$ cat config.mk
export PLATFORM = sky130hd
export DESIGN_NAME = keypad_scanner
export DESIGN_NICKNAME = d
export VERILOG_FILES = /design/src/include/keypad_pkg.sv /design/src/include/tick_if.sv /design/src/verilog/keypad_timer.sv /design/src/verilog/keypad_scanner.sv
export VERILOG_INCLUDE_DIRS = /design/src /design/src/include
export SDC_FILE = /design/constraint.sdc
export NUM_CORES = 1
export LEC_CHECK = 0
export ABC_AREA = 1
export CAP_MARGIN = 20
export CORE_MARGIN = 3
export CORE_UTILIZATION = 50
export DETAILED_ROUTE_END_ITERATION = 12
export DONT_BUFFER_PORTS = 1
export GPL_TIMING_DRIVEN = 0
export PLACE_DENSITY_LB_ADDON = 0.12
export SLEW_MARGIN = 20
export SYNTH_ARGS = -nofsm -noshare
export SYNTH_HDL_FRONTEND = slang
export SYNTH_HIERARCHICAL = 1
export SYNTH_SLANG_ARGS = --single-unit
export TNS_END_PERCENT = 20
$ cat constraint.sdc
create_clock -name sys_clk -period 3.54 [get_ports sys_clk]
set_clock_uncertainty 0.15 [all_clocks]
set_input_delay 0.177 -clock sys_clk [delete_from_list [all_inputs] [get_ports sys_clk]]
set_output_delay 0.177 -clock sys_clk [all_outputs]
set_load 0.05 [all_outputs]
$ cat src/include/keypad_consts.svh
`ifndef KEYPAD_CONSTS_SVH
`define KEYPAD_CONSTS_SVH

`define KP_ROWS            4
`define KP_COLS            4
`define KP_KEYS            16
`define KP_RATE_W          2
`define KP_DEB_W           3
`define KP_RATE_BASE_NS    10000
`define KP_DEB_BASE_NS     1000000
`define KP_CLK_NS          40
`define KP_SETTLE_CYC      8'h04
`define KP_ROW_IDLE        4'h0
`define KP_ROW_OFF         4'hf
`define KP_KEYS_NONE       16'h0000

`endif

$ cat src/include/keypad_pkg.sv
package keypad_pkg;
    typedef enum logic [2:0] {
        ST_IDLE,
        ST_DEBOUNCE,
        ST_SCAN,
        ST_CHECK,
        ST_REPORT,
        ST_RELEASE
    } scan_state_e;

    typedef logic [3:0]  line_t;
    typedef logic [15:0] keys_t;
endpackage

$ cat src/include/tick_if.sv
`timescale 1ns/1ps
interface tick_if;
    logic        start;
    logic [23:0] load;
    logic        done;

    modport ctl (output start, output load, input done);
    modport tmr (input start, input load, output done);
endinterface

$ cat src/verilog/keypad_timer.sv
`timescale 1ns/1ps
module keypad_timer (
    input  wire logic sys_clk,
    input  wire logic resetn,
    tick_if.tmr       tick
);
    logic [23:0] cnt_q;
    logic [23:0] cnt_d;
    logic        run_q;
    logic        run_d;
    logic        done_q;
    logic        done_d;

    always_comb begin
        cnt_d  = cnt_q;
        run_d  = run_q;
        done_d = 1'b0;
        if (tick.start) begin
            cnt_d = tick.load;
            run_d = 1'b1;
        end else if (run_q) begin
            if (cnt_q <= 24'h000001) begin
                run_d  = 1'b0;
                done_d = 1'b1;
            end else begin
                cnt_d = cnt_q - 24'h000001;
            end
        end
    end

    always_ff @(posedge sys_clk or negedge resetn) begin
        if (!resetn) begin
            cnt_q  <= 24'h000000;
            run_q  <= 1'b0;
            done_q <= 1'b0;
        end else begin
            cnt_q  <= cnt_d;
            run_q  <= run_d;
            done_q <= done_d;
        end
    end

    assign tick.done = done_q;
endmodule

$ cat src/verilog/keypad_scanner.sv
// Notes on behaviour
// - Scans a passive matrix of up to four rows by four columns.
// - Scan rate and debounce time come from host settings.
// - Masked keys are never reported, but still start debounce and scan unless every key in their column is masked.
// - A closure starts debounce and scan on its own, no command needed.
// - After scan and debounce the active-low interrupt goes low if an unmasked key was closed; otherwise the scanner returns to idle.
// - Every unmasked key closed at scan time is recorded in the result.
`timescale 1ns/1ps
`include "keypad_consts.svh"
module keypad_scanner #(
    parameter int ROWS = `KP_ROWS,
    parameter int COLS = `KP_COLS
) (
    input  wire logic                    sys_clk,
    input  wire logic                    resetn,
    input  wire keypad_pkg::line_t       col_n,
    output      keypad_pkg::line_t       row_drive_n,
    input  wire logic [`KP_RATE_W-1:0]   scan_rate,
    input  wire logic [`KP_DEB_W-1:0]    debounce_sel,
    input  wire keypad_pkg::keys_t       key_mask,
    input  wire logic                    result_read,
    output      keypad_pkg::keys_t       key_result,
    output      logic                    keypad_irq_n,
    output      logic                    scan_busy
);
    import keypad_pkg::*;

    localparam int RATE_CYC = `KP_RATE_BASE_NS / `KP_CLK_NS;
    localparam int DEB_CYC  = `KP_DEB_BASE_NS / `KP_CLK_NS;

    tick_if tick ();

    keypad_timer u_timer (
        .sys_clk (sys_clk),
        .resetn  (resetn),
        .tick    (tick)
    );

    scan_state_e state_q;
    scan_state_e state_d;
    line_t       row_q;
    line_t       row_d;
    logic [1:0]  idx_q;
    logic [1:0]  idx_d;
    keys_t       snap_q;
    keys_t       snap_d;
    keys_t       res_q;
    keys_t       res_d;
    logic        irq_n_q;
    logic        irq_n_d;
    logic        busy_q;
    logic        busy_d;
    logic        any_key;
    keys_t       cols_now;
    logic [23:0] rate_load;
    logic [23:0] deb_load;

    always_comb begin
        cols_now = `KP_KEYS_NONE;
        any_key  = 1'b0;
        for (int r = 0; r < ROWS; r++) begin
            for (int c = 0; c < COLS; c++) begin
                if (!col_n[c] && !key_mask[r*4+c]) begin
                    any_key = 1'b1;
                end
            end
        end
        for (int c = 0; c < COLS; c++) begin
            cols_now[c] = ~col_n[c];
        end
    end

    always_comb begin
        rate_load = 24'(RATE_CYC * (32'(scan_rate) + 32'd1));
        deb_load  = 24'(DEB_CYC * (32'(debounce_sel) + 32'd1));
    end

    always_comb begin
        state_d    = state_q;
        row_d      = row_q;
        idx_d      = idx_q;
        snap_d     = snap_q;
        res_d      = res_q;
        irq_n_d    = irq_n_q;
        busy_d     = busy_q;
        tick.start = 1'b0;
        tick.load  = deb_load;
        if (result_read) begin
            irq_n_d = 1'b1;
        end
        case (state_q)
            ST_IDLE: begin
                row_d  = `KP_ROW_IDLE;
                busy_d = 1'b0;
                if (any_key && irq_n_q) begin
                    state_d    = ST_DEBOUNCE;
                    busy_d     = 1'b1;
                    tick.start = 1'b1;
                end
            end
            ST_DEBOUNCE: begin
                if (!any_key) begin
                    state_d = ST_IDLE;
                end else if (tick.done) begin
                    state_d    = ST_SCAN;
                    idx_d      = 2'd0;
                    snap_d     = `KP_KEYS_NONE;
                    row_d      = ~(line_t'(1));
                    tick.start = 1'b1;
                    tick.load  = rate_load;
                end
            end
            ST_SCAN: begin
                if (tick.done) begin
                    for (int c = 0; c < COLS; c++) begin
                        snap_d[{idx_q, 2'(c)}] = cols_now[c];
                    end
                    if (32'(idx_q) == ROWS - 1) begin
                        state_d = ST_CHECK;
                        row_d   = `KP_ROW_IDLE;
                    end else begin
                        idx_d      = idx_q + 2'd1;
                        row_d      = ~(line_t'(1) << (idx_q + 2'd1));
                        tick.start = 1'b1;
                        tick.load  = rate_load;
                    end
                end
            end
            ST_CHECK: begin
                if ((snap_q & ~key_mask) == `KP_KEYS_NONE) begin
                    state_d = ST_IDLE;
                end else begin
                    state_d = ST_REPORT;
                end
            end
            ST_REPORT: begin
                res_d   = snap_q & ~key_mask;
                irq_n_d = 1'b0;
                state_d = ST_RELEASE;
            end
            ST_RELEASE: begin
                if (!any_key && irq_n_q) begin
                    state_d = ST_IDLE;
                end
            end
            default: begin
                state_d = ST_IDLE;
            end
        endcase
    end

    always_ff @(posedge sys_clk or negedge resetn) begin
        if (!resetn) begin
            state_q <= ST_IDLE;
            row_q   <= `KP_ROW_OFF;
            idx_q   <= 2'd0;
            snap_q  <= `KP_KEYS_NONE;
            res_q   <= `KP_KEYS_NONE;
            irq_n_q <= 1'b1;
            busy_q  <= 1'b0;
        end else begin
            state_q <= state_d;
            row_q   <= row_d;
            idx_q   <= idx_d;
            snap_q  <= snap_d;
            res_q   <= res_d;
            irq_n_q <= irq_n_d;
            busy_q  <= busy_d;
        end
    end

    assign row_drive_n  = row_q;
    assign key_result   = res_q;
    assign keypad_irq_n = irq_n_q;
    assign scan_busy    = busy_q;
endmodule

# Word level (Yosys, flattened, before mapping)
# Index checks and enable logic that the tools add are counted.
# totals
out_inout_bits	22
wordCells	174
regBits	69
input_bits	28
# classes
reduce_logical	54
order_cmp	9
n_bitwise	7
n_shift	1
n_eq_ne	15
multipliers	2
addsub	4
muxes	72
# ops
op	count
$mux W19	4
$mux W24	3
$bwmux W16	4
$mux W16	3
$pmux W19 S2	1
$mux W1	33
$pmux W16 S2	1
$le A24 B1 Y1 const B	1
$sub A24 B1 Y24 const B	1
$logic_and A1 B1 Y1	22
$logic_not A1 Y1	21
$mux W3	7
$lt A4 B5 Y1 const B	4
$pmux W3 S6	1
$and A16 B16 Y16	1
$ge A4 B1 Y1 const B	4
$logic_not A16 Y1	1
$mul A12 B4 Y16 const A	1
$mux W4	4
$not A16 Y16	1
$ne A2 B2 Y1 const B	6
$pmux W4 S3	1
$mul A7 B3 Y10 const A	1
$reduce_and A5 Y1	2
other kinds (21)	36

# Depth between registers and ports, before layout
# depth
ltp_word	23
depth_mapped	20
mapped_depth_nobuf	20

# Cells and area by module
# The synthesis kept the hierarchy.
# by_module_without_submodules
module	n_inst	cells_per_inst	area_per_inst_um2
keypad_scanner	1	427	3115.5
keypad_timer	1	318	1985.7

# Worst setup path before layout
# No wires, ideal clock.
# synth_path
path_kind	input to register
from	in debounce_sel[0]
to	reg u_timer.cnt_q[12]
stages	17
setup_ns	0.117
slack_ns	0.588
arrival_ns	2.686
path_cell_list	ha_1 > xnor2_1 > inv_1 > ha_1 > ha_1 > ha_1 > inv_1 > o21bai_1 > a21oi_1 > nand2_1 > or2_2 > nand3_1 > inv_1 > nand2_1 > nand2_1 > nand2_1 > nand2_1
# synth_between
elab_chain_len	6
elab_cells_between_ends	8
classes_between	add/sub (1); mul (1); mux (6)
# synth_rtl
item	line	rtl
start, declared	keypad_scanner.sv:19	input wire logic [`KP_DEB_W-1:0] debounce_sel,
$add A3 B1 Y4 (*)	keypad_scanner.sv:75	deb_load = 24'(DEB_CYC * (32'(debounce_sel) + 32'd1));
$mul A12 B4 Y16 (*)	keypad_scanner.sv:75	
$mux W19, on equally long branches	keypad_scanner.sv:118, keypad_scanner.sv:104	
$mux W19, on equally long branches	keypad_scanner.sv:114, keypad_scanner.sv:102	
$pmux W19 S2 (*)	keypad_scanner.sv:91	case (state_q)
named net tick.load[12]	tick_if.sv:4	logic [23:0] load;
$mux W24 (*)	keypad_timer.sv:18	if (tick.start) begin
end signal, assigned	keypad_timer.sv:37	cnt_q <= cnt_d;
end, declared	keypad_timer.sv:7	logic [23:0] cnt_q;
# The timed path passes the listed nets; every way through them passes the cells marked *.
# A chain may end at the register's enable or synchronous reset.

# Final worst setup path
# layout_path
from	in debounce_sel[0]
to	reg u_timer.cnt_q[18]
# Same word-level chain as after synthesis.

==> impl_metrics.json <==
{
  "clk_pin_slew_ns": 0.08,
  "antennaDiodeCount": 0,
  "rsz0062_at_grt": "false",
  "critPathMaxFanout": 5,
  "core_um2": 9864,
  "syn-cell-area_um2": 5101,
  "setup_ws_ns": 0.4691,
  "portBuffers": 0,
  "placedCellCount": 883,
  "drcViolationCount": 0,
  "grt_max_degree": 70,
  "period_share": 0.8675,
  "ys_async_sr_fraction": 1.000,
  "clk_latency_ns": 0.35,
  "timing.rr.end": "u_timer/cnt_q[14]",
  "ys_ff_latch": 69,
  "hold-path-endpoint": "u_timer/cnt_q[1]",
  "syn2layout_area_growth_pct": 12.07,
  "final_common_cell": "nand2_1",
  "synth_edf_count": 0,
  "crit_chain": "ha_1, xnor2_1, inv_1, ha_1, ha_1, ha_1, inv_1, o21bai_1, a21oi_1, nand2_1, nand2_1, nand3_1, a21oi_1, nor2_1, nor2_1, nor2_1, nand2_1, nand2_1",
  "final_cells": 922,
  "cp.required_ns": 3.63,
  "powerDensity_nw_per_um2": 591.6,
  "max_slew_margin": 0.6414,
  "place_ws_ns": 0.1112,
  "layout_common_cells": "277 x nand2_1, 88 x inv_1, 82 x nor2_1",
  "fin_util": 0.5795,
  "grt_pass1_wl_um": 22110,
  "worstSetupPathType": "in -> reg",
  "regToRegStartpoint": "state_q[2]",
  "endpoint_kind": "flip-flop",
  "gp_congestion": 0.9456,
  "die_h_um": 107.0,
  "critPathSlowestCell": "xnor2_1",
  "syn_avg_cell_area_um2": 6.847,
  "vias_per_cell": 5.231,
  "numCtsBuffers": 9,
  "worstRegToRegCells": 16,
  "wire_per_inst_um": 14.12,
  "drt_wl_total_um": 13020,
  "post_cts_resize_count": 0,
  "std_cell_rows": 36,
  "drt_iter0_drc": 407,
  "route.vias.total": 4823,
  "place_area_um2": 5286,
  "dr.pass1.iters": 5,
  "slew_violations": 0,
  "clk_path_buf_depth": 2,
  "start_util": 0.5171,
  "die_area_um2": 11450,
  "cts_root_buf": "clkbuf_8",
  "cp_slowest_stage_delay_ns": 0.39,
  "finalHoldWorstSlack_ns": 0.005175,
  "ys.flop_type": "dfrtp_1",
  "final_antenna_net_count": 0,
  "cts_tree": "built",
  "startpoint_type": "input port",
  "hp-class": "in -> reg",
  "syn_inst": 745,
  "synth.distinct_cells": 41,
  "hold_viol": 0,
  "grt_pass1_vias": 4623,
  "grt-ovfl-total": 0,
  "min_from": "scan_rate[0]",
  "finalInstanceArea_um2": 5717,
  "tightest_slew_ns": 0.5359,
  "power_mw": 3.382,
  "htreeDepth": 3,
  "setup_viol": 0,
  "timing.fmax_ghz": 0.3256,
  "ys.warnings.count": 6,
  "cts.sinks": 69,
  "setup_tns_ns": 0,
  "drive_gt1_frac": 0.07351,
  "nets": 849,
  "cap_viol_max_count": 0,
  "whs_path_depth": 3,
  "r2r_slack_ns": 0.53,
  "dieWidth_um": 107.0,
  "vdd_ir_drop_max_mv": 0.2024,
  "p_leak_nw": 2.998,
  "antenna_found_initial": 0,
  "dp_hpwl_um": 9716,
  "ios": 50,
  "grt_use_total": 0.2392,
  "arrival_ns": 3.16,
  "min_period_ns": 3.071,
  "yosysSeqAreaShare": 0.3397,
  "outcome": "finished clean"
}
## kinds of logic after synthesis
family,after synthesis,share of synthesized area
multiplexers,4,0.007849
buffers and inverters,107,0.09100
other,1,0.0007351
adder cells (fa/ha/maj),37,0.09517
flip-flops,69,0.3397
AND/OR/NAND/NOR,445,0.3593
AO/OA/AOI/OAI,68,0.08217
XOR/XNOR,14,0.02404
## critical path: cells and delay by family
family	cells	cell delay [ns]
xor gates and xnor gates	1	0.39
adders and majority gates	4	1.23
buffers and inverters	2	0.29
AOI/OAI and AO/OA	3	0.38
and+or+nand+nor	8	0.71
## power by group
part           switching, mW  leakage (nW)  internal, mW  total [mW]
logic                  0.966          2.04         0.527        1.49
clock network          0.328        0.0870         0.281       0.609
registers              0.308         0.868         0.972        1.28
## layout make-up
class | instances | area (µm²)
Inverter | 91 | 344.1
Buffer | 16 | 120.1
Timing Repair Buffer | 23 | 247.7
Clock buffer | 11 | 141.4
Sequential cell | 69 | 1733
Clock inverter | 5 | 41.29
Tap cell | 133 | 166.4
Multi-Input combinational cell | 574 | 2923
Fill cell | 917 | 4148
## worst max path at each step
stage	from	end	slack, ns	cells after the start
after global placement	debounce_sel[0]	u_timer/cnt_q[18]	0.17	17
after detailed placement	debounce_sel[0]	u_timer/cnt_q[13]	0.11	17
final	debounce_sel[0]	u_timer/cnt_q[18]	0.47	18
after global routing	debounce_sel[0]	u_timer/cnt_q[14]	0.10	19
after CTS	debounce_sel[0]	u_timer/cnt_q[18]	0.46	18
after floorplan	debounce_sel[0]	u_timer/cnt_q[12]	0.59	17
## cells in the mapped netlist (2+ instances only)
library cell  number  area share
a21oi_1            8      0.0078
and2_1             2      0.0025
buf_2              5      0.0049
buf_6              3      0.0066
clkbuf_1           4      0.0029
dfrtp_1           64        0.31
dfstp_2            5       0.026
fa_1               3       0.012
ha_1              34       0.083
inv_1             88       0.065
mux2i_1            4      0.0078
nand2_1          277        0.20
nand2_2            2      0.0025
nand3_1           55       0.054
nand4_1           10       0.012
nor2_1            82       0.060
nor2_2             4      0.0049
nor3_1             6      0.0059
o211ai_1           6      0.0088
o21ai_0           37       0.036
o21ai_2           10       0.017
o21bai_1           3      0.0044
or2_2              3      0.0037
xnor2_1            5      0.0086
xor2_1             9       0.015
## flip-flops by register name, indices dropped and copies added, names as in the netlist
name,cells
u_timer/tick.done,1
keypad_irq_n,1
u_timer/cnt_q,24
idx_q,2
snap_q,16
row_drive_n,4
scan_busy,1
key_result,16
state_q,3
u_timer/run_q,1
## layer usage
layer | routed length [µm] | vias up | GRT usage
li1 | - | 2421 | -
met1 | 5980 | 2221 | 0.3301
met2 | 5878 | 159 | 0.3817
met3 | 913 | 22 | 0.04455
met4 | 244 | 0 | 0.07397
met5 | 0 | - | 0
## what timing repair did
item,4_1_cts,5_1_grt
hold buffers,23,0
endpoints found under the setup margin,0,0
hold endpoints to repair,102,0
setup buffers,0,0
Note: power is estimated with default switching activity, not from simulation.
